File: config.mk
export PLATFORM = sky130hd
export DESIGN_NAME = fpsic_top
export DESIGN_NICKNAME = d
export VERILOG_FILES = /design/src/fpsic_pkg.sv /design/src/fpsic_top.sv
export SDC_FILE = /design/constraint.sdc
export NUM_CORES = 1
export LEC_CHECK = 0
export CORE_MARGIN = 2
export CORE_UTILIZATION = 35
export CTS_CLUSTER_SIZE = 12
export DETAILED_ROUTE_END_ITERATION = 8
export DONT_BUFFER_PORTS = 1
export GPL_ROUTABILITY_DRIVEN = 0
export PLACE_DENSITY_LB_ADDON = 0.12
export SETUP_SLACK_MARGIN = 0.5
export SKIP_LAST_GASP = 1
export SLEW_MARGIN = 5
export SYNTH_ARGS = -nofsm -noshare
export SYNTH_HDL_FRONTEND = slang
export SYNTH_SLANG_ARGS = --single-unit
File: constraint.sdc
create_clock -name clk -period 2.1 [get_ports clk]
set_input_delay 0.42 -clock clk [delete_from_list [all_inputs] [get_ports clk]]
set_output_delay 0.42 -clock clk [all_outputs]
set_load 0.005 [all_outputs]
File: src/fpsic_pkg.sv
// constants and types for the front panel status indicator control block
package fpsic_pkg;

    ////////////////////////////////////////////////////////////////////////////////
    // clock and timing
    localparam int unsigned CLK_HZ         = 200_000_000;  // system clock rate
    localparam int unsigned SLOW_BLINK_MHZ = 1000;         // slow blink, 1 Hz in millihertz
    localparam int unsigned FAST_BLINK_MHZ = 3300;         // fast blink, 3.3 Hz in millihertz
    localparam int unsigned POWER_ON_SELF_TEST_TIME_MS   = 1000;         // drive led self test flash, 1 s
    localparam int unsigned DEBOUNCE_MS    = 10;           // switch must stay stable this long
    localparam int unsigned PG_WAIT_MS     = 500;          // power good grace after request

    // half periods of the blink patterns, equal on and off halves
    localparam longint SLOW_HALF_CYC = (longint'(CLK_HZ) * 1000) / (2 * SLOW_BLINK_MHZ);
    localparam longint FAST_HALF_CYC = (longint'(CLK_HZ) * 1000) / (2 * FAST_BLINK_MHZ);
    // least times round up to whole cycles
    localparam longint POWER_ON_SELF_TEST_CYC      = (longint'(CLK_HZ) * POWER_ON_SELF_TEST_TIME_MS + 999) / 1000;
    localparam longint DEBOUNCE_CYC  = (longint'(CLK_HZ) * DEBOUNCE_MS + 999) / 1000;
    localparam longint PG_WAIT_CYC   = (longint'(CLK_HZ) * PG_WAIT_MS + 999) / 1000;

    localparam int unsigned CNT_W = 28;                    // holds the largest count above

    ////////////////////////////////////////////////////////////////////////////////
    // register port
    localparam int unsigned ADDR_W = 8;
    localparam int unsigned DATA_W = 32;

    localparam logic [ADDR_W-1:0] OFS_CTRL   = 8'h00;      // power state, fan, supply request
    localparam logic [ADDR_W-1:0] OFS_DRIVE  = 8'h04;      // per drive failure flags
    localparam logic [ADDR_W-1:0] OFS_STATUS = 8'h08;      // read only live state
    localparam logic [ADDR_W-1:0] OFS_EVENT  = 8'h0c;      // sticky events, write one to clear

    // control field positions
    localparam int unsigned CTRL_STATE_LSB = 0;            // two bit system power state
    localparam int unsigned CTRL_FAN_FAIL  = 2;
    localparam int unsigned CTRL_SUPPLY_ON = 3;

    // status field positions
    localparam int unsigned STAT_LED_LSB   = 0;            // two bit power led pattern
    localparam int unsigned STAT_FAULT     = 2;
    localparam int unsigned STAT_MISMATCH  = 3;
    localparam int unsigned STAT_PG        = 4;
    localparam int unsigned STAT_STANDBY   = 5;
    localparam int unsigned STAT_MAIN5V    = 6;
    localparam int unsigned STAT_POWER_ON_SELF_TEST      = 7;
    localparam int unsigned STAT_RESET     = 8;

    // event field positions
    localparam int unsigned EVT_PG_CHANGE  = 0;
    localparam int unsigned EVT_SLEEP      = 1;
    localparam int unsigned EVT_RESET      = 2;
    localparam int unsigned EVT_POWER      = 3;
    localparam int unsigned EVT_NMI        = 4;
    localparam int unsigned EVT_W          = 5;

    localparam int unsigned NUM_DRIVES = 4;
    localparam int unsigned NUM_SW     = 4;

    // switch index within the switch vector
    localparam int unsigned SW_POWER = 0;
    localparam int unsigned SW_SLEEP = 1;
    localparam int unsigned SW_RESET = 2;
    localparam int unsigned SW_NMI   = 3;

    ////////////////////////////////////////////////////////////////////////////////
    // types
    typedef enum logic [1:0] {
        FPSIC_PS_OFF,
        FPSIC_SUPPLY_ON_REQUEST,
        FPSIC_PS_SLEEP,
        FPSIC_PS_RSVD
    } fpsic_pstate_t;

    typedef enum logic [1:0] {
        FPSIC_LED_OFF,
        FPSIC_LED_SOLID,
        FPSIC_LED_SLOW,
        FPSIC_LED_FAST
    } fpsic_led_t;

    // register port request
    typedef struct packed {
        logic [ADDR_W-1:0] addr;
        logic [DATA_W-1:0] wdata;
        logic              wr;
        logic              rd;
    } fpsic_bus_t;

    // asynchronous board inputs
    typedef struct packed {
        logic                  standby;      // standby supply present
        logic                  main5v;       // main 5 V present
        logic                  power_good;   // supply power good
        logic                  net_link;     // network adapter link present
        logic                  net_act;      // network adapter activity
        logic [NUM_DRIVES-1:0] drive_act;    // drive activity, high while busy
        logic [NUM_SW-1:0]     sw_n;         // switches, low while pressed
    } fpsic_pins_t;

    // open collector switch lines toward the server board
    typedef struct packed {
        logic [NUM_SW-1:0] out;
        logic [NUM_SW-1:0] oe;
    } fpsic_oc_t;

endpackage

File: src/fpsic_top.sv
// front panel status indicator control: power, fault, drive, network leds and switches
//
// Chosen here: the plain strobed port and the address map.
`timescale 1ns/1ps
module fpsic_top #(
    parameter int unsigned SLOW_HALF = int'(fpsic_pkg::SLOW_HALF_CYC),
    parameter int unsigned FAST_HALF = int'(fpsic_pkg::FAST_HALF_CYC),
    parameter int unsigned POWER_ON_SELF_TEST_LEN  = int'(fpsic_pkg::POWER_ON_SELF_TEST_CYC),
    parameter int unsigned DEB_LEN   = int'(fpsic_pkg::DEBOUNCE_CYC),
    parameter int unsigned PG_WAIT   = int'(fpsic_pkg::PG_WAIT_CYC)
) (
    input  wire logic                             clk,
    input  wire logic                             rst_n,
    input  wire fpsic_pkg::fpsic_bus_t            bus,
    output logic [fpsic_pkg::DATA_W-1:0]          rdata,
    input  wire fpsic_pkg::fpsic_pins_t           pins,
    output logic                                  supply_on_request,
    output logic                                  system_reset_n,
    output logic                                  power_led_n,
    output logic                                  system_fault_indicator_n,
    output logic                                  network_led_n,
    output logic [fpsic_pkg::NUM_DRIVES-1:0]      drive_fault_led_n,
    output logic [fpsic_pkg::NUM_DRIVES-1:0]      drive_activity_led_n,
    output fpsic_pkg::fpsic_oc_t                  switch_oc,
    output logic                                  power_good_change,
    output logic                                  sleep_request,
    output logic                                  reset_request
);

    localparam int unsigned ND = fpsic_pkg::NUM_DRIVES;
    localparam int unsigned NS = fpsic_pkg::NUM_SW;
    localparam int unsigned CW = fpsic_pkg::CNT_W;

    ////////////////////////////////////////////////////////////////////////////////
    // input synchronisers
    fpsic_pkg::fpsic_pins_t pin_meta;    // first stage, read only by the second
    fpsic_pkg::fpsic_pins_t pin_s;       // synchronised pins

    // two flops on every pin before any logic sees it
    always_ff @(posedge clk or negedge rst_n) begin
        if (!rst_n) begin
            pin_meta <= '{sw_n: '1, default: '0}; // switches idle, no false press
            pin_s    <= '{sw_n: '1, default: '0};
        end else begin
            pin_meta <= pins;
            pin_s    <= pin_meta;
        end
    end

    ////////////////////////////////////////////////////////////////////////////////
    // blink dividers
    logic [CW-1:0] slow_cnt;             // slow half period counter
    logic [CW-1:0] fast_cnt;             // fast half period counter
    logic          slow_ph;              // slow blink phase, high is lit
    logic          fast_ph;              // fast blink phase, high is lit
    logic          fast_wrap;            // end of a fast half period

    assign fast_wrap = (fast_cnt == CW'(FAST_HALF - 1));

    // free running dividers give equal on and off halves
    always_ff @(posedge clk or negedge rst_n) begin
        if (!rst_n) begin
            slow_cnt <= '0;
            slow_ph  <= 1'b0;
        end else if (slow_cnt == CW'(SLOW_HALF - 1)) begin
            slow_cnt <= '0;
            slow_ph  <= ~slow_ph;
        end else begin
            slow_cnt <= slow_cnt + CW'(1);
        end
    end

    always_ff @(posedge clk or negedge rst_n) begin
        if (!rst_n) begin
            fast_cnt <= '0;
            fast_ph  <= 1'b0;
        end else if (fast_wrap) begin
            fast_cnt <= '0;
            fast_ph  <= ~fast_ph;
        end else begin
            fast_cnt <= fast_cnt + CW'(1);
        end
    end

    ////////////////////////////////////////////////////////////////////////////////
    // switch debounce
    logic [NS-1:0] sw_db;                // debounced pressed level
    logic [NS-1:0] sw_press;             // one cycle per accepted press

    // a bounce restarts the stability count, so only a settled level is taken
    for (genvar i = 0; i < NS; i++) begin : g_sw
        logic [CW-1:0] deb_cnt;          // cycles the raw level has differed
        always_ff @(posedge clk or negedge rst_n) begin
            if (!rst_n) begin
                deb_cnt     <= '0;
                sw_db[i]    <= 1'b0;
                sw_press[i] <= 1'b0;
            end else begin
                sw_press[i] <= 1'b0;
                if (~pin_s.sw_n[i] == sw_db[i]) begin
                    deb_cnt <= '0;
                end else if (deb_cnt == CW'(DEB_LEN - 1)) begin
                    deb_cnt     <= '0;
                    sw_db[i]    <= ~pin_s.sw_n[i];
                    sw_press[i] <= ~pin_s.sw_n[i];
                end else begin
                    deb_cnt <= deb_cnt + CW'(1);
                end
            end
        end
    end

    // lines toward the board only ever pull low; enable follows the press
    assign switch_oc.out = '0;
    assign switch_oc.oe  = sw_db;

    ////////////////////////////////////////////////////////////////////////////////
    // register write side
    logic                      wr_ctrl;      // write to control
    logic                      wr_drive;     // write to drive flags
    logic                      wr_event;     // write to events
    fpsic_pkg::fpsic_pstate_t  pstate;       // system power state from software
    logic                      fan_fail;     // fan failure from software
    logic [ND-1:0]             drive_fail;   // drive failure flags
    logic [fpsic_pkg::EVT_W-1:0] events;     // sticky events
    logic [fpsic_pkg::EVT_W-1:0] evt_set;    // event sources this cycle

    assign wr_ctrl  = bus.wr && (bus.addr == fpsic_pkg::OFS_CTRL);
    assign wr_drive = bus.wr && (bus.addr == fpsic_pkg::OFS_DRIVE);
    assign wr_event = bus.wr && (bus.addr == fpsic_pkg::OFS_EVENT);

    // control fields steer the led and fault logic
    always_ff @(posedge clk or negedge rst_n) begin
        if (!rst_n) begin
            pstate   <= fpsic_pkg::FPSIC_PS_OFF;
            fan_fail <= 1'b0;
        end else if (wr_ctrl) begin
            pstate   <= fpsic_pkg::fpsic_pstate_t'(bus.wdata[fpsic_pkg::CTRL_STATE_LSB +: 2]);
            fan_fail <= bus.wdata[fpsic_pkg::CTRL_FAN_FAIL];
        end
    end

    always_ff @(posedge clk or negedge rst_n) begin
        if (!rst_n) begin
            drive_fail <= '0;
        end else if (wr_drive) begin
            drive_fail <= bus.wdata[ND-1:0];
        end
    end

    // supply request: a press toggles it; a same cycle software write is overridden
    always_ff @(posedge clk or negedge rst_n) begin
        if (!rst_n) begin
            supply_on_request <= 1'b0;
        end else if (sw_press[fpsic_pkg::SW_POWER]) begin
            supply_on_request <= ~supply_on_request;
        end else if (wr_ctrl) begin
            supply_on_request <= bus.wdata[fpsic_pkg::CTRL_SUPPLY_ON];
        end
    end

    ////////////////////////////////////////////////////////////////////////////////
    // supply supervision
    logic          pg_d;                 // power good one cycle back
    logic          supply_fault;         // request without power good too long
    logic [CW-1:0] pg_wait_cnt;          // cycles spent waiting for power good
    logic          mismatch;             // commanded state differs from supply

    assign mismatch = supply_on_request ^ pin_s.power_good;

    // change detector on the synchronised power good
    always_ff @(posedge clk or negedge rst_n) begin
        if (!rst_n) begin
            pg_d              <= 1'b0;
            power_good_change <= 1'b0;
        end else begin
            pg_d              <= pin_s.power_good;
            power_good_change <= pin_s.power_good ^ pg_d;
        end
    end

    // fault sets after the grace time and clears the cycle power good shows
    always_ff @(posedge clk or negedge rst_n) begin
        if (!rst_n) begin
            pg_wait_cnt  <= '0;
            supply_fault <= 1'b0;
        end else if (!supply_on_request || pin_s.power_good) begin
            pg_wait_cnt  <= '0;
            supply_fault <= 1'b0;
        end else if (pg_wait_cnt == CW'(PG_WAIT - 1)) begin
            supply_fault <= 1'b1;
        end else begin
            pg_wait_cnt <= pg_wait_cnt + CW'(1);
        end
    end

    // reset held while power is missing, so a sudden loss resets at once;
    // release waits one cycle behind the fault clear so the order holds
    always_ff @(posedge clk or negedge rst_n) begin
        if (!rst_n) begin
            system_reset_n <= 1'b0;
        end else begin
            system_reset_n <= supply_on_request && pin_s.power_good && !supply_fault;
        end
    end

    ////////////////////////////////////////////////////////////////////////////////
    // power led pattern
    fpsic_pkg::fpsic_led_t pled;         // selected pattern
    logic                  pled_lit;     // pattern output before inversion

    // standby loss or request low wins over every other input
    always_comb begin
        pled = fpsic_pkg::FPSIC_LED_OFF;
        if (pin_s.standby && supply_on_request) begin
            case (pstate)
                fpsic_pkg::FPSIC_SUPPLY_ON_REQUEST: begin
                    if (pin_s.power_good && pin_s.main5v) begin
                        pled = fpsic_pkg::FPSIC_LED_SOLID;
                    end else begin
                        pled = fpsic_pkg::FPSIC_LED_FAST;
                    end
                end
                fpsic_pkg::FPSIC_PS_SLEEP: begin
                    pled = fpsic_pkg::FPSIC_LED_SLOW;
                end
                default: begin
                    pled = fpsic_pkg::FPSIC_LED_OFF;
                end
            endcase
        end
    end

    always_comb begin
        case (pled)
            fpsic_pkg::FPSIC_LED_SOLID: pled_lit = 1'b1;
            fpsic_pkg::FPSIC_LED_SLOW:  pled_lit = slow_ph;
            fpsic_pkg::FPSIC_LED_FAST:  pled_lit = fast_ph;
            default:                    pled_lit = 1'b0;
        endcase
    end

    ////////////////////////////////////////////////////////////////////////////////
    // power on self test window
    logic [CW-1:0] power_on_self_test_cnt;             // cycles left in the self test
    logic          power_on_self_test_active;          // drive leds flash while high

    always_ff @(posedge clk or negedge rst_n) begin
        if (!rst_n) begin
            power_on_self_test_cnt    <= CW'(POWER_ON_SELF_TEST_LEN - 1);
            power_on_self_test_active <= 1'b1;
        end else if (power_on_self_test_cnt == '0) begin
            power_on_self_test_active <= 1'b0;
        end else begin
            power_on_self_test_cnt <= power_on_self_test_cnt - CW'(1);
        end
    end

    ////////////////////////////////////////////////////////////////////////////////
    // activity stretch
    // activity pulses are far shorter than a blink, so each one is held
    // until the next low half of fast_ph ends; a drive pulse seen in a low half shows no blink
    logic [ND-1:0] act_hold;             // drive activity seen
    logic          net_hold;             // network activity seen

    for (genvar d = 0; d < ND; d++) begin : g_act
        always_ff @(posedge clk or negedge rst_n) begin
            if (!rst_n) begin
                act_hold[d] <= 1'b0;
            end else if (pin_s.drive_act[d]) begin
                act_hold[d] <= 1'b1;
            end else if (fast_wrap && !fast_ph) begin
                act_hold[d] <= 1'b0;
            end
        end
    end

    always_ff @(posedge clk or negedge rst_n) begin
        if (!rst_n) begin
            net_hold <= 1'b0;
        end else if (pin_s.net_act) begin
            net_hold <= 1'b1;
        end else if (fast_wrap && !fast_ph) begin
            net_hold <= 1'b0;
        end
    end

    ////////////////////////////////////////////////////////////////////////////////
    // led outputs, all registered and low to light
    always_ff @(posedge clk or negedge rst_n) begin
        if (!rst_n) begin
            power_led_n              <= 1'b1;
            system_fault_indicator_n <= 1'b1;
            network_led_n            <= 1'b1;
        end else begin
            power_led_n              <= ~pled_lit;
            system_fault_indicator_n <= ~(supply_fault || fan_fail);
            network_led_n            <= ~(pin_s.net_link && !(net_hold && !fast_ph));
        end
    end

    for (genvar d = 0; d < ND; d++) begin : g_drv
        always_ff @(posedge clk or negedge rst_n) begin
            if (!rst_n) begin
                drive_fault_led_n[d]    <= 1'b1;
                drive_activity_led_n[d] <= 1'b1;
            end else if (power_on_self_test_active) begin
                drive_fault_led_n[d]    <= ~slow_ph;
                drive_activity_led_n[d] <= ~slow_ph;
            end else begin
                drive_fault_led_n[d]    <= ~drive_fail[d];
                drive_activity_led_n[d] <= ~(act_hold[d] && fast_ph && !drive_fail[d]);
            end
        end
    end

    ////////////////////////////////////////////////////////////////////////////////
    // request pulses and sticky events
    always_ff @(posedge clk or negedge rst_n) begin
        if (!rst_n) begin
            sleep_request <= 1'b0;
            reset_request <= 1'b0;
        end else begin
            sleep_request <= sw_press[fpsic_pkg::SW_SLEEP];
            reset_request <= sw_press[fpsic_pkg::SW_RESET];
        end
    end

    assign evt_set = {sw_press[fpsic_pkg::SW_NMI], sw_press[fpsic_pkg::SW_POWER],
                      sw_press[fpsic_pkg::SW_RESET], sw_press[fpsic_pkg::SW_SLEEP],
                      power_good_change};

    // a new event in the clearing cycle survives the clear
    always_ff @(posedge clk or negedge rst_n) begin
        if (!rst_n) begin
            events <= '0;
        end else if (wr_event) begin
            events <= (events & ~bus.wdata[fpsic_pkg::EVT_W-1:0]) | evt_set;
        end else begin
            events <= events | evt_set;
        end
    end

    ////////////////////////////////////////////////////////////////////////////////
    // register read side, data one cycle after the strobe
    logic [fpsic_pkg::DATA_W-1:0] next_rdata;  // read mux
    logic [fpsic_pkg::DATA_W-1:0] status_word; // live status

    always_comb begin
        status_word = '0;
        status_word[fpsic_pkg::STAT_LED_LSB +: 2] = pled;
        status_word[fpsic_pkg::STAT_FAULT]        = supply_fault;
        status_word[fpsic_pkg::STAT_MISMATCH]     = mismatch;
        status_word[fpsic_pkg::STAT_PG]           = pin_s.power_good;
        status_word[fpsic_pkg::STAT_STANDBY]      = pin_s.standby;
        status_word[fpsic_pkg::STAT_MAIN5V]       = pin_s.main5v;
        status_word[fpsic_pkg::STAT_POWER_ON_SELF_TEST]         = power_on_self_test_active;
        status_word[fpsic_pkg::STAT_RESET]        = ~system_reset_n;
    end

    // unmapped offsets read as zero
    always_comb begin
        next_rdata = '0;
        case (bus.addr)
            fpsic_pkg::OFS_CTRL: begin
                next_rdata[fpsic_pkg::CTRL_STATE_LSB +: 2] = pstate;
                next_rdata[fpsic_pkg::CTRL_FAN_FAIL]       = fan_fail;
                next_rdata[fpsic_pkg::CTRL_SUPPLY_ON]      = supply_on_request;
            end
            fpsic_pkg::OFS_DRIVE:  next_rdata[ND-1:0] = drive_fail;
            fpsic_pkg::OFS_STATUS: next_rdata = status_word;
            fpsic_pkg::OFS_EVENT:  next_rdata[fpsic_pkg::EVT_W-1:0] = events;
            default:               next_rdata = '0;
        endcase
    end

    // data stand only in the cycle after the read strobe
    always_ff @(posedge clk or negedge rst_n) begin
        if (!rst_n) begin
            rdata <= '0;
        end else if (bus.rd) begin
            rdata <= next_rdata;
        end else begin
            rdata <= '0;
        end
    end

endmodule

==> Word-level counts from Yosys, hierarchy flattened <==
Index checks and enable logic that the tools add are counted.
Widths: inputs -> output; s select.
{ "word_totals": {"romBits": 0, "latchBits": 0, "register_bits": 328, "word_cells": 206, "inputBits": 57, "mem_bits_rw": 0, "mem_count": 0} }
{ "classes": {"order_cmp": 0, "add_sub_neg": 8, "eq_ne": 20, "shift": 0, "n_reduce_logical": 41, "div_mod_pow": 0, "n_mux": 47, "mul": 0, "n_bitwise": 29} }
{ "ops": {"columns": ["operator", "count"], "rows": [
  ["$mux 28", 12],
  ["$add 28x1->28 const B", 7],
  ["$eq 28x21->1 const B", 4],
  ["$eq 28x27->1 const B", 2],
  ["$mux 32", 1],
  ["$eq 28x25->1 const B", 1],
  ["$logic_not 28->1", 1],
  ["$sub 28x1->28 const B", 1],
  ["$mux 1", 26],
  ["$not 1->1", 23],
  ["$logic_and 1x1->1", 18],
  ["$eq 8x4->1 const B", 2],
  ["$pmux 4 s4", 1],
  ["$reduce_bool 2->1", 7],
  ["$or 5x5->5", 2],
  ["$eq 8x3->1 const B", 1],
  ["$logic_not 1->1", 8],
  ["$logic_not 8->1", 1],
  ["$reduce_and 2->1", 4],
  ["$eq 2x2->1 const B", 3],
  ["$and 5x5->5", 1],
  ["$mux 5", 1],
  ["$not 5->5", 1],
  ["$eq 1x1->1", 4],
  ["other kinds (9)", 13]
]} }

==> Longest topological paths before layout <==
Gate-level depths: netlist of run 1.
{ "depth": {"depth_word": 7, "ltp_mapped": 9} }

==> Worst setup path before layout of run 1 <==
No wires, ideal clock.
{ "synth_path": {"path_kind": "register to register", "startpoint": "register power_on_self_test_cnt[18]", "endpoint": "register power_on_self_test_cnt[11]", "stages_incl_launch_ff": 8, "n_path_buf": 2, "slack_ns": -0.013, "t_arrival_ns": 1.974, "cell_sequence": "dfrtp_1 or4_1 nor4b_2 and3_1 buf_4 buf_6 nor4_1 xor2_1"} }
{ "synth_via": {"elab_chain_len": 1} }
{ "synth_lines": {"columns": ["element", "line_no", "source"], "rows": [
  ["start: declaration", "fpsic_top.sv:245", "logic [CW-1:0] power_on_self_test_cnt;"],
  ["start signal: assignment", "fpsic_top.sv:250", "power_on_self_test_cnt <= CW'(POWER_ON_SELF_TEST_LEN - 1);"],
  ["start signal: assignment", "fpsic_top.sv:255", "power_on_self_test_cnt <= power_on_self_test_cnt - CW'(1);"],
  ["$logic_not 28->1", "fpsic_top.sv:252", "end else if (power_on_self_test_cnt == '0) begin"]
]} }
No other way between the ends.
A chain may end at the register's enable or synchronous reset.

==> Worst setup path in the final report of run 1 <==
{ "layout_path": {"startpoint": "register g_sw[2].deb_cnt[24]", "endpoint": "register g_sw[2].deb_cnt[15]"} }
{ "layout_via": {"elab_chain_len": 3} }
{ "layout_lines": {"columns": ["element", "line_no", "source"], "rows": [
  ["start: declaration", "fpsic_top.sv:92", "logic [CW-1:0] deb_cnt;"],
  ["start signal: assignment", "fpsic_top.sv:107", "deb_cnt <= deb_cnt + CW'(1);"],
  ["$eq 28x21->1", "fpsic_top.sv:102", "end else if (deb_cnt == CW'(DEB_LEN - 1)) begin"],
  ["$mux 28", "fpsic_top.sv:102", null],
  ["$mux 28", "fpsic_top.sv:100", "if (~pin_s.sw_n[i] == sw_db[i]) begin"]
]} }
No other way between the ends.

==> results_tabular.tex, run 1 <==
\begin{tabular}{lr}
\hline
Metric & Value \\
\hline
\multicolumn{2}{l}{\textbf{Yosys}} \\
XOR/XNOR share of the synthesized area & 12.6\% \\
Biggest area consumer among synthesized cells & sky130\_fd\_sc\_hd\_\_dfrtp\_1 \\
Multiplexer fraction of the synthesized cell area & 1.76\% \\
Most area-consuming cells after synthesis & sky130\_fd\_sc\_hd\_\_dfrtp\_1 47\%, sky130\_fd\_sc\_hd\_\_dfstp\_2 7.5\%, sky130\_fd\_sc\_hd\_\_xor2\_1 7.0\%, sky130\_fd\_sc\_hd\_\_xnor2\_1 5.6\%, sky130\_fd\_sc\_hd\_\_nor2\_1 5.3\% \\
Synth Area in Compound Gates & 2.46\% \\
Per-instance average area after synthesis & 10.6 um2 \\
Dominant combinational cell family by area after synthesis & simple AND/OR/NAND/NOR gates \\
Synth cell types & 56 \\
Synth warnings & 0 \\
Leading register cell type out of synthesis & sky130\_fd\_sc\_hd\_\_dfrtp\_1 \\
Fraction of the mapped netlist area in simple logic gates & 23.7\% \\
Number of enable flip-flop cells after synthesis & 0 \\
Sequential cell area fraction in the yosys report & 54.8\% \\
Netlist Area Pre-Place & 14000 um2 \\
Flip-flop and latch count after synthesis & 305 \\
Portion of synthesized cell area occupied by the leading cell type & 47.3\% \\
Post-Syn Instances & 1322 \\
Fraction of synthesis flops using an asynchronous set or reset pin & 100\% \\
Adder and majority cell fraction of the synthesized area & 1.16\% \\
\multicolumn{2}{l}{\textbf{Timing}} \\
Worst Tran Pin Value & 0.549 ns \\
Max transition margin & 63.3\% \\
Fin. Hold Viols & 299 \\
Tcrit/Tclk final & 95.1\% \\
Final setup vio count & 0 \\
Number of pins exceeding their max-slew limit in the final report & 0 \\
Final critical-path required period & 2.00 ns \\
Hold Worst Slack & -0.415 ns \\
Post-Route Setup TNS & 0 ns \\
Setup skew after layout & 0.0101 ns \\
Maximum frequency from static timing analysis & 501 MHz \\
RSZ-0062 raised after global routing & true \\
\multicolumn{2}{l}{\textbf{Status}} \\
Violated checks & negative hold slack \\
Result of the run & finished with violations \\
\multicolumn{2}{l}{\textbf{Cells and area}} \\
Highest-count cells in the layout ignoring fill and taps & 244 x sky130\_fd\_sc\_hd\_\_dfrtp\_1, 122 x sky130\_fd\_sc\_hd\_\_buf\_4, 109 x sky130\_fd\_sc\_hd\_\_xor2\_1 \\
Sequential Area & 7710 um2 \\
Leading cell type in the layout, fill and taps excluded & sky130\_fd\_sc\_hd\_\_dfrtp\_1 \\
NumNets Final & 1619 \\
Area of the multi-input gates & 7430 um2 \\
Cell Count, Final, Fillers Out & 2104 \\
Share of layout cells above drive strength 1 & 37.7\% \\
Count of filler cells inserted in the layout & 3658 \\
Area growth from synthesis to layout & 39.4\% \\
\multicolumn{2}{l}{\textbf{Worst setup path}} \\
Critical path peak fanout & 6 \\
Setup crit end kind & flip-flop \\
Critical Path Start Type & flip-flop \\
Worst path arrival time & 2.42 ns \\
Reg2Reg Setup Slack & 0.10 ns \\
Required time at the worst-slack endpoint & 2.52 ns \\
Worst Setup Path Type & flip-flop to flip-flop \\
\multicolumn{2}{l}{\textbf{Detailed routing}} \\
Post-detailed-route via-to-cell ratio & 4.87 \\
TritonRoute pass-1 iters & 4 \\
Number of vias after detailed routing & 10.3k \\
Count of unresolved DRC violations after routing & 0 \\
Detailed router's first-iteration violation count & 340 \\
Antenna Nets Post-Route & 0 \\
Total length of routed wires & 33400 um \\
Routed length per instance & 15.9 um \\
\multicolumn{2}{l}{\textbf{Clock network}} \\
Clock slew seen by the registers of the worst setup and hold paths & 0.06 ns \\
Total number of H-tree levels & 2 \\
CTS Buf Count & 38 \\
Clock tree from TritonCTS & built \\
Clock sink count & 305 \\
Number of buffers on the longest clock path & 3 \\
Number of buffers inserted for hold repair after clock tree synthesis & 18 \\
Latest clock arrival within the worst-skew pair & 0.53 ns \\
Cell at the root of the clock tree & sky130\_fd\_sc\_hd\_\_clkbuf\_16 \\
\multicolumn{2}{l}{\textbf{Run}} \\
Max-cap violations & 0 \\
\multicolumn{2}{l}{\textbf{Floorplan}} \\
Placeable core area & 39600 um2 \\
Height of the die & 204 um \\
Die width & 204 um \\
Number of placed I/O pins & 113 \\
Initial core utilization & 35.3\% \\
Number of cell rows & 73 \\
Area of the die & 41600 um2 \\
\multicolumn{2}{l}{\textbf{Power}} \\
Power density over cell area & 678 nW/um2 \\
Leakage dissipation & 8.45 nW \\
Post-layout power & 13.2 mW \\
Maximum vdd drop & 0.617 mV \\
\multicolumn{2}{l}{\textbf{Global route}} \\
Antenna violations before repair & 1 \\
Total gr overflow & 0 \\
Number of global-route vias before repair & 10.3k \\
Global-route wire length before repair & 53900 um \\
GRT Overall Usage & 16.0\% \\
Largest net degree at the start of global routing & 306 \\
\multicolumn{2}{l}{\textbf{Worst hold path}} \\
Worst hold-check path type & input port to asynchronous set/reset pin \\
\multicolumn{2}{l}{\textbf{Place}} \\
Count of placed standard cells including taps & 1872 \\
Sum of net half-perimeters after detailed placement & 19400 um \\
Number of port buffers & 0 \\
\hline
\end{tabular}
## worst paths after layout
kind | start | to | cells after the start
max | g_sw[2].deb_cnt[24]$_DFF_PN0_ | g_sw[2].deb_cnt[15]$_DFF_PN0_ | 7
min | rst_n | fast_cnt[4]$_DFF_PN0_ | 0
max reg2reg | g_sw[2].deb_cnt[24]$_DFF_PN0_ | g_sw[2].deb_cnt[15]$_DFF_PN0_ | 7
min reg2reg | pin_meta[12]$_DFF_PN0_ | pin_s[12]$_DFF_PN0_ | 0
max in group asynchronous | rst_n | g_sw[3].deb_cnt[21]$_DFF_PN0_ | 0
min in group clk | bus[3] | pstate[1]$_DFFE_PN0P_ | 1
## state kept, by name, summed over array words and instances (netlist names), 2 cells and up
name / count
pin_meta: 13
switch_oc: 4
drive_activity_led_n: 4
pg_wait_cnt: 28
events: 5
drive_fault_led_n: 4
act_hold: 4
power_on_self_test_cnt: 28
slow_cnt: 28
g_sw.deb_cnt: 112
fast_cnt: 28
pstate: 2
evt_set: 4
rdata: 9
pin_s: 13
drive_fail: 4
## metal layers
| metal | up-vias | GRT usage (%) | wire length (um) |
|---|---|---|---|
| met5 | - | 0 | 0 |
| li1 | 4961 | - | - |
| met2 | 132 | 25.4 | 15800 |
| met3 | 59 | 2.74 | 1150 |
| met1 | 5102 | 22.2 | 15600 |
| met4 | 0 | 5.64 | 885 |
## metrics by stage
| stage | util [%] | instance area [um2] | hold WS (ns) | setup slack (ns) |
|---|---|---|---|---|
| finish | 49.3 | 19500 | -0.415 | 0.104 |
| detailed placement | 37.9 | 15000 | 0.144 | 0.00380 |
| CTS | 45.8 | 18200 | -0.439 | 0.112 |
| global placement | 37.9 | 15000 | 0.144 | 0.0348 |
| floorplan | - | 14400 | 0.124 | 0.0287 |
| global route | 49.3 | 19500 | -0.444 | 0.0353 |
## logic make-up (layout without fill, tap and decap cells)
logic type / Yosys count / in the layout
adders and majority gates: 13 / 13
other: 1 / 28
xor gates and xnor gates: 201 / 201
DFF: 305 / 305
AOI/OAI and AO/OA: 52 / 52
buffers and inverters: 92 / 322
and+or+nand+nor: 639 / 639
muxes: 19 / 19
## cell usage after synthesis, types with 12 or more instances
library cell and n:
sky130_fd_sc_hd__nor2_1 196, sky130_fd_sc_hd__nor3_1 30, sky130_fd_sc_hd__nand2_1 79, sky130_fd_sc_hd__and2_1 28, sky130_fd_sc_hd__dfrtp_1 265, sky130_fd_sc_hd__or4_1 12, sky130_fd_sc_hd__xor2_1 112, sky130_fd_sc_hd__xnor2_1 89
sky130_fd_sc_hd__nand3_1 89, sky130_fd_sc_hd__clkbuf_1 16, sky130_fd_sc_hd__ha_1 13, sky130_fd_sc_hd__and3_1 34, sky130_fd_sc_hd__buf_4 32, sky130_fd_sc_hd__nor4_1 37, sky130_fd_sc_hd__nand4_1 59, sky130_fd_sc_hd__inv_1 36
sky130_fd_sc_hd__and4_1 20, sky130_fd_sc_hd__dfstp_2 40
## area by class of cell
| class | instances | share of cell area (%) |
|---|---|---|
| Sequential cell | 305 | 39.5 |
| Multi-Input combinational cell | 951 | 38.0 |
| Timing Repair Buffer | 217 | 11.7 |
| Clock buffer | 56 | 5.90 |
| Tap cell | 525 | 3.36 |
| Clock inverter | 13 | 0.871 |
| Inverter | 36 | 0.692 |
| Antenna cell | 1 | 0.0128 |
## critical path: stages, from the launching register on
cell	delay (ns)
sky130_fd_sc_hd__dfrtp_1	0.40
sky130_fd_sc_hd__or4_1	0.53
sky130_fd_sc_hd__or4_4	0.47
sky130_fd_sc_hd__nand2b_4	0.10
sky130_fd_sc_hd__buf_6	0.11
sky130_fd_sc_hd__buf_12	0.10
sky130_fd_sc_hd__buf_12	0.13
sky130_fd_sc_hd__nor2_2	0.04
## power by group
group | leakage (nW) | switching (mW) | internal [mW]
clock | 0.649 | 2.54 | 4.29
sequential | 3.95 | 0.0630 | 5.96
combinational | 3.85 | 0.179 | 0.215
## timing repair
action	CTS	global route
endpoints found under the setup margin	212	226
gates resized for setup	173	237
pin swaps	64	78
setup buffers	79	51
hold endpoints to repair	325	299
gates cloned	12	2
No activity file was read; power rests on OpenSTA's default activity.
==> inputs of run 2 (changes only) <==
CELL_PAD_IN_SITES_DETAIL_PLACEMENT = 0   (was not set)
CELL_PAD_IN_SITES_GLOBAL_PLACEMENT = 2   (was not set)
clock period = 2.5 ns   (was 2.1 ns; I/O delays follow)
==> results_tabular.tex, run 2 (same netlist as run 1, synthesis figures left out) <==
\begin{tabular}{lr}
\hline
Metric & Value \\
\hline
\multicolumn{2}{l}{\textbf{Status}} \\
Result of the run & finished with violations \\
Violated checks & negative hold slack \\
\multicolumn{2}{l}{\textbf{Global route}} \\
Total gr overflow & 0 (unchanged) \\
GRT Overall Usage & 15.3\% (-0.74 points) \\
Largest net degree at the start of global routing & 306 (unchanged) \\
Number of global-route vias before repair & 9343 (-9.6\%) \\
Antenna violations before repair & 2 (+1) \\
Global-route wire length before repair & 50900 um (-5.5\%) \\
\multicolumn{2}{l}{\textbf{Timing}} \\
Final critical-path required period & 2.02 ns (+0.0260 ns) \\
Worst Tran Pin Value & 1.24 ns (+0.693 ns) \\
Maximum frequency from static timing analysis & 495 MHz (-1.3\%) \\
Setup skew after layout & 0.0107 ns (+0.000608 ns) \\
Number of pins exceeding their max-slew limit in the final report & 0 (unchanged) \\
Max transition margin & 17.2\% (-46 points) \\
Fin. Hold Viols & 273 (-8.7\%) \\
Tcrit/Tclk final & 80.9\% (-14 points) \\
Worst-case setup margin in the final layout & 0.478 ns (+0.374 ns) \\
RSZ-0062 raised after global routing & true \\
Hold Worst Slack & -0.336 ns (+0.0793 ns) \\
Post-Route Setup TNS & 0 ns (unchanged) \\
Final setup vio count & 0 (unchanged) \\
\multicolumn{2}{l}{\textbf{Worst setup path}} \\
Master of the slowest instance on the critical path & sky130\_fd\_sc\_hd\_\_or4\_4 \\
Cell family contributing the most delay on the critical path & simple AND/OR/NAND/NOR gates \\
Setup crit end kind & flip-flop \\
CP Cell Sequence & or4\_4 -> or4\_4 -> nor2\_4 -> or2\_4 -> clkbuf\_16 -> nor2\_1 \\
Critical path peak fanout & 10 (+4) \\
Required time at the worst-slack endpoint & 2.93 ns (+0.41 ns) \\
Max incr delay on CP & 0.53 ns (about the same) \\
Critical Path Start Type & flip-flop \\
Worst Setup Path Type & flip-flop to flip-flop \\
Worst path arrival time & 2.45 ns (+0.03 ns) \\
Number of buffers and inverters on the critical path & 1 (-2) \\
Most frequent cell on the critical path & sky130\_fd\_sc\_hd\_\_or4\_4 \\
\multicolumn{2}{l}{\textbf{Power}} \\
Internal power contribution & 8.70 mW (-17\%) \\
Fraction of power consumed by the clock network & 52.3\% (+0.7 points) \\
Switching power of the nets & 2.32 mW (-16\%) \\
Switching share of total power & 21.1\% (+0.10 points) \\
Post-layout power & 11.0 mW (-17\%) \\
Combinational fraction of design power & 1.9\% (-1.1 points) \\
Maximum vdd drop & 0.452 mV (-27\%) \\
Power density over cell area & 647 nW/um2 (-4.6\%) \\
Portion of total power attributed to sequential cells & 45.9\% (+0.4 points) \\
Leakage dissipation & 7.57 nW (-10\%) \\
\multicolumn{2}{l}{\textbf{Floorplan}} \\
Area of the die & 41600 um2 (unchanged) \\
Placeable core area & 39600 um2 (unchanged) \\
Number of cell rows & 73 (unchanged) \\
Number of placed I/O pins & 113 (unchanged) \\
Initial core utilization & 35.3\% (unchanged) \\
Die width & 204 um (unchanged) \\
Height of the die & 204 um (unchanged) \\
\multicolumn{2}{l}{\textbf{Cells and area}} \\
Area growth from synthesis to layout & 21.6\% \\
Max reg flops & 112 (unchanged) \\
NumNets Final & 1489 (-8.0\%) \\
Area of all placed cells without fillers & 17000 um2 (-13\%) \\
Highest-count cells in the layout ignoring fill and taps & 260 x sky130\_fd\_sc\_hd\_\_dfrtp\_1, 173 x sky130\_fd\_sc\_hd\_\_nor2\_1, 112 x sky130\_fd\_sc\_hd\_\_xor2\_1 \\
Cell Count, Final, Fillers Out & 1974 (-6.2\%) \\
Share of layout cells above drive strength 1 & 19.1\% (-19 points) \\
Count of filler cells inserted in the layout & 3835 (+4.8\%) \\
Largest reg by FF count & g\_sw.deb\_cnt \\
Share of the core filled with cells in the final layout & 43.0\% (-6.3 points) \\
Leading cell type in the layout, fill and taps excluded & sky130\_fd\_sc\_hd\_\_dfrtp\_1 \\
\multicolumn{2}{l}{\textbf{Detailed routing}} \\
Antenna Nets Post-Route & 0 (unchanged) \\
Post-detailed-route via-to-cell ratio & 4.83 (-0.84\%) \\
Count of unresolved DRC violations after routing & 0 (unchanged) \\
Number of vias after detailed routing & 9540 (-7.0\%) \\
Detailed router's first-iteration violation count & 452 (+33\%) \\
TritonRoute pass-1 iters & 7 (+3) \\
Total length of routed wires & 31700 um (-5.3\%) \\
Routed length per instance & 16.0 um (+0.95\%) \\
\multicolumn{2}{l}{\textbf{Place}} \\
Number of port buffers & 0 (unchanged) \\
Placed cell area & 14700 um2 (-2.2\%) \\
Count of placed standard cells including taps & 1845 (-1.4\%) \\
Sum of net half-perimeters after detailed placement & 19900 um (+2.7\%) \\
Pre-CTS setup slack & 0.271 ns (+0.267 ns) \\
\multicolumn{2}{l}{\textbf{Clock network}} \\
Cell at the root of the clock tree & sky130\_fd\_sc\_hd\_\_clkbuf\_16 \\
Total number of H-tree levels & 2 (unchanged) \\
CTS Buf Count & 38 (unchanged) \\
Clock tree from TritonCTS & built \\
Number of buffers inserted for hold repair after clock tree synthesis & 14 (-4) \\
Number of buffers on the longest clock path & 3 (unchanged) \\
Latest clock arrival within the worst-skew pair & 0.54 ns (about the same) \\
Clock sink count & 305 (unchanged) \\
Clock slew seen by the registers of the worst setup and hold paths & 0.06 ns (about the same) \\
\multicolumn{2}{l}{\textbf{Run}} \\
Max-cap violations & 0 (unchanged) \\
\multicolumn{2}{l}{\textbf{Worst hold path}} \\
Worst hold-check path type & input port to asynchronous set/reset pin \\
\hline
\end{tabular}
==> run 2: changes by cell type in the layout (fill, tap and decap cells not counted), moves of 12 or more <==
cell | previous run | this run
sky130_fd_sc_hd__nor4_1 | 17 | 30
sky130_fd_sc_hd__nor2_1 | 67 | 173
sky130_fd_sc_hd__buf_6 | 48 | 3
sky130_fd_sc_hd__dfrtp_1 | 244 | 260
sky130_fd_sc_hd__nand3_1 | 71 | 83
sky130_fd_sc_hd__nor2_2 | 91 | 9
sky130_fd_sc_hd__nor4_4 | 17 | 3
sky130_fd_sc_hd__dfrtp_2 | 21 | 5
sky130_fd_sc_hd__nor2_4 | 38 | 14
sky130_fd_sc_hd__buf_4 | 122 | 59
==> run 2: power groups by stage <==
stage          Combinational, mW  Sequential (mW)  Clock [mW]
6_report                   0.204             5.05        5.76
5_1_grt                    0.226             5.06        6.21
4_1_cts                    0.168             5.05        6.00
3_5_place_dp               0.144             5.14           0
3_3_place_gp               0.144             5.14           0
2_1_floorplan              0.139             5.12           0
==> run 2: path summary, 6_finish.rpt <==
kind                                               start                                      to  slack [ns]  depth (start not counted)
max in group asynchronous                          rst_n  power_on_self_test_cnt[11]$_DFFE_PN0P_        1.78                          0
setup reg to reg           g_sw[0].deb_cnt[23]$_DFF_PN0_           g_sw[0].deb_cnt[20]$_DFF_PN0_        0.48                          6
min in group clk                                  bus[3]               drive_fail[1]$_DFFE_PN0P_        0.08                          2
hold / removal                                     rst_n                  fast_cnt[11]$_DFF_PN0_       -0.34                          0
setup / recovery           g_sw[0].deb_cnt[23]$_DFF_PN0_           g_sw[0].deb_cnt[20]$_DFF_PN0_        0.48                          6
hold reg to reg                    pin_meta[5]$_DFF_PN0_                      pin_s[5]$_DFF_PN0_        0.34                          0
==> run 2: what timing repair did <==
item | 4_1_cts | 5_1_grt
setup buffers | 15 | 25
resized for setup | 17 | 89
cloned | 1 | 4
endpoints found under the hold margin | 319 | 299
endpoints found under the setup margin | 110 | 128
pin swaps | 7 | 31
==> run 2: final cells by class <==
cell class,instances,area [um2],area share (%)
Inverter,36,135,0.793
Timing Repair Buffer,87,847,4.97
Clock inverter,17,188,1.10
Sequential cell,305,7690,45.1
Clock buffer,52,1140,6.67
Multi-Input combinational cell,951,6380,37.5
Tap cell,525,657,3.85
Antenna cell,1,2.50,0.0147
==> run 2: layer usage <==
layer / vias up / routed length (um) / part of all wire (%) / track usage (%)
li1: 4682 / - / - / -
met4: 2 / 850 / 2.7 / 5.31
met2: 142 / 14200 / 45 / 23.0
met5: - / 13 / 0.041 / 0
met3: 48 / 1720 / 5.4 / 4.58
met1: 4666 / 14800 / 47 / 20.9
==> inputs of run 3 (changes only) <==
clock period = 1.62 ns   (was 2.5 ns; I/O delays follow)
==> results_tabular.tex, run 3 (same netlist as run 1, synthesis figures left out) <==
\begin{tabular}{lr}
\hline
Metric & Value \\
\hline
\multicolumn{2}{l}{\textbf{Floorplan}} \\
Die width & 204 um (unchanged) \\
Number of placed I/O pins & 113 (unchanged) \\
Initial core utilization & 35.3\% (unchanged) \\
Placeable core area & 39600 um2 (unchanged) \\
Area of the die & 41600 um2 (unchanged) \\
Number of cell rows & 73 (unchanged) \\
Height of the die & 204 um (unchanged) \\
\multicolumn{2}{l}{\textbf{Timing}} \\
Number of pins exceeding their max-slew limit in the final report & 0 (unchanged) \\
Maximum frequency from static timing analysis & 503 MHz (+1.7\%) \\
Final setup vio count & 192 (+192) \\
Max transition margin & 63.9\% (+47 points) \\
Post-Route Setup TNS & -42.69 ns (-42.69 ns) \\
RSZ-0062 raised after global routing & true \\
Fin. Hold Viols & 305 (+12\%) \\
Worst-case setup margin in the final layout & -0.369 ns (-0.847 ns) \\
Tcrit/Tclk final & 123\% (+42 points) \\
Worst Tran Pin Value & 0.537 ns (-0.705 ns) \\
Setup skew after layout & 0.0163 ns (+0.00556 ns) \\
Final critical-path required period & 1.99 ns (-0.0333 ns) \\
Hold Worst Slack & -0.509 ns (-0.173 ns) \\
\multicolumn{2}{l}{\textbf{Clock network}} \\
Clock tree from TritonCTS & built \\
Number of buffers inserted for hold repair after clock tree synthesis & 20 (+6) \\
Latest clock arrival within the worst-skew pair & 0.55 ns (about the same) \\
CTS Buf Count & 39 (+2.6\%) \\
Clock sink count & 305 (unchanged) \\
Total number of H-tree levels & 2 (unchanged) \\
Cell at the root of the clock tree & sky130\_fd\_sc\_hd\_\_clkbuf\_16 \\
Number of buffers on the longest clock path & 3 (unchanged) \\
Clock slew seen by the registers of the worst setup and hold paths & 0.06 ns (about the same) \\
\multicolumn{2}{l}{\textbf{Global route}} \\
Antenna violations before repair & 1 (-1) \\
Largest net degree at the start of global routing & 306 (unchanged) \\
Total gr overflow & 0 (unchanged) \\
Number of global-route vias before repair & 11.0k (+18\%) \\
Global-route wire length before repair & 57400 um (+13\%) \\
GRT Overall Usage & 17.2\% (+1.9 points) \\
\multicolumn{2}{l}{\textbf{Detailed routing}} \\
Antenna Nets Post-Route & 0 (unchanged) \\
Count of unresolved DRC violations after routing & 0 (unchanged) \\
Total length of routed wires & 34800 um (+9.8\%) \\
Post-detailed-route via-to-cell ratio & 4.75 (-1.8\%) \\
TritonRoute pass-1 iters & 4 (-3) \\
Routed length per instance & 15.3 um (-4.7\%) \\
Number of vias after detailed routing & 10.8k (+13\%) \\
Detailed router's first-iteration violation count & 474 (+4.9\%) \\
\multicolumn{2}{l}{\textbf{Place}} \\
Sum of net half-perimeters after detailed placement & 22400 um (+12\%) \\
Number of port buffers & 0 (unchanged) \\
\multicolumn{2}{l}{\textbf{Cells and area}} \\
Largest reg by FF count & g\_sw.deb\_cnt \\
Count of filler cells inserted in the layout & 3645 (-5.0\%) \\
N\_diodes & 0 (-1) \\
Share of layout cells above drive strength 1 & 44.9\% (+26 points) \\
NumNets Final & 1790 (+20\%) \\
Max reg flops & 112 (unchanged) \\
Area growth from synthesis to layout & 49.3\% \\
Highest-count cells in the layout ignoring fill and taps & 274 x sky130\_fd\_sc\_hd\_\_buf\_4, 254 x sky130\_fd\_sc\_hd\_\_dfrtp\_1, 110 x sky130\_fd\_sc\_hd\_\_xor2\_1 \\
Share of the core filled with cells in the final layout & 52.7\% (+9.8 points) \\
Leading cell type in the layout, fill and taps excluded & sky130\_fd\_sc\_hd\_\_buf\_4 \\
\multicolumn{2}{l}{\textbf{Worst setup path}} \\
Required time at the worst-slack endpoint & 2.08 ns (-0.85 ns) \\
Critical Path Start Type & flip-flop \\
Worst path arrival time & 2.45 ns (about the same) \\
Number of buffers and inverters on the critical path & 1 (unchanged) \\
Master of the slowest instance on the critical path & sky130\_fd\_sc\_hd\_\_or4\_4 \\
Cell family contributing the most delay on the critical path & simple AND/OR/NAND/NOR gates \\
Critical path peak fanout & 4 (-6) \\
Max incr delay on CP & 0.55 ns (+0.02 ns) \\
Total stage count of the critical path & 5 (-1) \\
Number of cells on the worst reg-to-reg path & 5 (-1) \\
CP Cell Sequence & or4\_4 -> buf\_4 -> or4\_1 -> nor3\_2 -> xor2\_1 \\
Worst Setup Path Type & flip-flop to flip-flop \\
Setup crit end kind & flip-flop \\
\multicolumn{2}{l}{\textbf{Run}} \\
Max-cap violations & 0 (unchanged) \\
\multicolumn{2}{l}{\textbf{Worst hold path}} \\
Worst hold-check path type & input port to asynchronous set/reset pin \\
\multicolumn{2}{l}{\textbf{Status}} \\
Result of the run & finished with violations \\
Violated checks & negative hold slack, negative setup slack \\
\multicolumn{2}{l}{\textbf{Power}} \\
Leakage dissipation & 9.40 nW (+24\%) \\
Post-layout power & 17.4 mW (+58\%) \\
Power density over cell area & 832 nW/um2 (+29\%) \\
Maximum vdd drop & 0.717 mV (+59\%) \\
\hline
\end{tabular}
-- run 3: repair_timing --
action	4_1_cts	5_1_grt
gates cloned	12	0
setup buffers	49	30
endpoints found under the hold margin	335	305
pin swaps	108	80
resized for setup	184	193
endpoints found under the setup margin	274	277
-- run 3: cell type report --
class                           count  area, um2  share of cell area [%]
Clock buffer                       59       1160                    5.57
Clock inverter                     12        185                   0.886
Inverter                           36        139                   0.664
Multi-Input combinational cell    951       7470                    35.7
Sequential cell                   305       7700                    36.8
Tap cell                          525        657                    3.14
Timing Repair Buffer              387       3590                    17.2
-- run 3: path summary, 6_finish.rpt --
| path | slack, ns | startpoint | end |
|---|---|---|---|
| min in group clk | 0.04 | bus[5] | supply_on_request$_DFFE_PN0P_ |
| min reg2reg | 0.34 | pin_meta[9]$_DFF_PN0_ | pin_s[9]$_DFF_PN0_ |
| max reg2reg | -0.37 | power_on_self_test_cnt[5]$_DFFE_PN1P_ | power_on_self_test_cnt[27]$_DFFE_PN1P_ |
| max | -0.37 | power_on_self_test_cnt[5]$_DFFE_PN1P_ | power_on_self_test_cnt[27]$_DFFE_PN1P_ |
| max in group asynchronous | 1.65 | rst_n | pin_s[10]$_DFF_PN0_ |
| min | -0.51 | rst_n | fast_cnt[15]$_DFF_PN0_ |
-- run 3: metal layers --
layer	share of wire (%)	GRT usage [%]	up-vias
met1	46	22.7	5318
met3	3.9	4.03	50
met2	48	28.1	118
met4	2.3	5.38	2
met5	0.037	0	-
li1	-	-	5309
-- run 3: per-stage QoR --
step / setup WS [ns] / cells / area [um2] / hold WS (ns)
global placement: -0.403 / 2093 / 17100 / 0.0416
finish: -0.369 / 2275 / 20900 / -0.509
CTS: -0.357 / 2245 / 20000 / -0.551
detailed placement: -0.441 / 2093 / 17100 / 0.0420
floorplan: -0.451 / 1348 / 14700 / 0.0284
global route: -0.455 / 2275 / 20900 / -0.549
-- run 3: power breakdown --
group | internal [mW] | switching [mW] | total, mW
clock network | 5.74 | 3.31 | 9.05
registers | 7.73 | 0.0687 | 7.80
logic | 0.297 | 0.242 | 0.539
total | 13.8 | 3.62 | 17.4
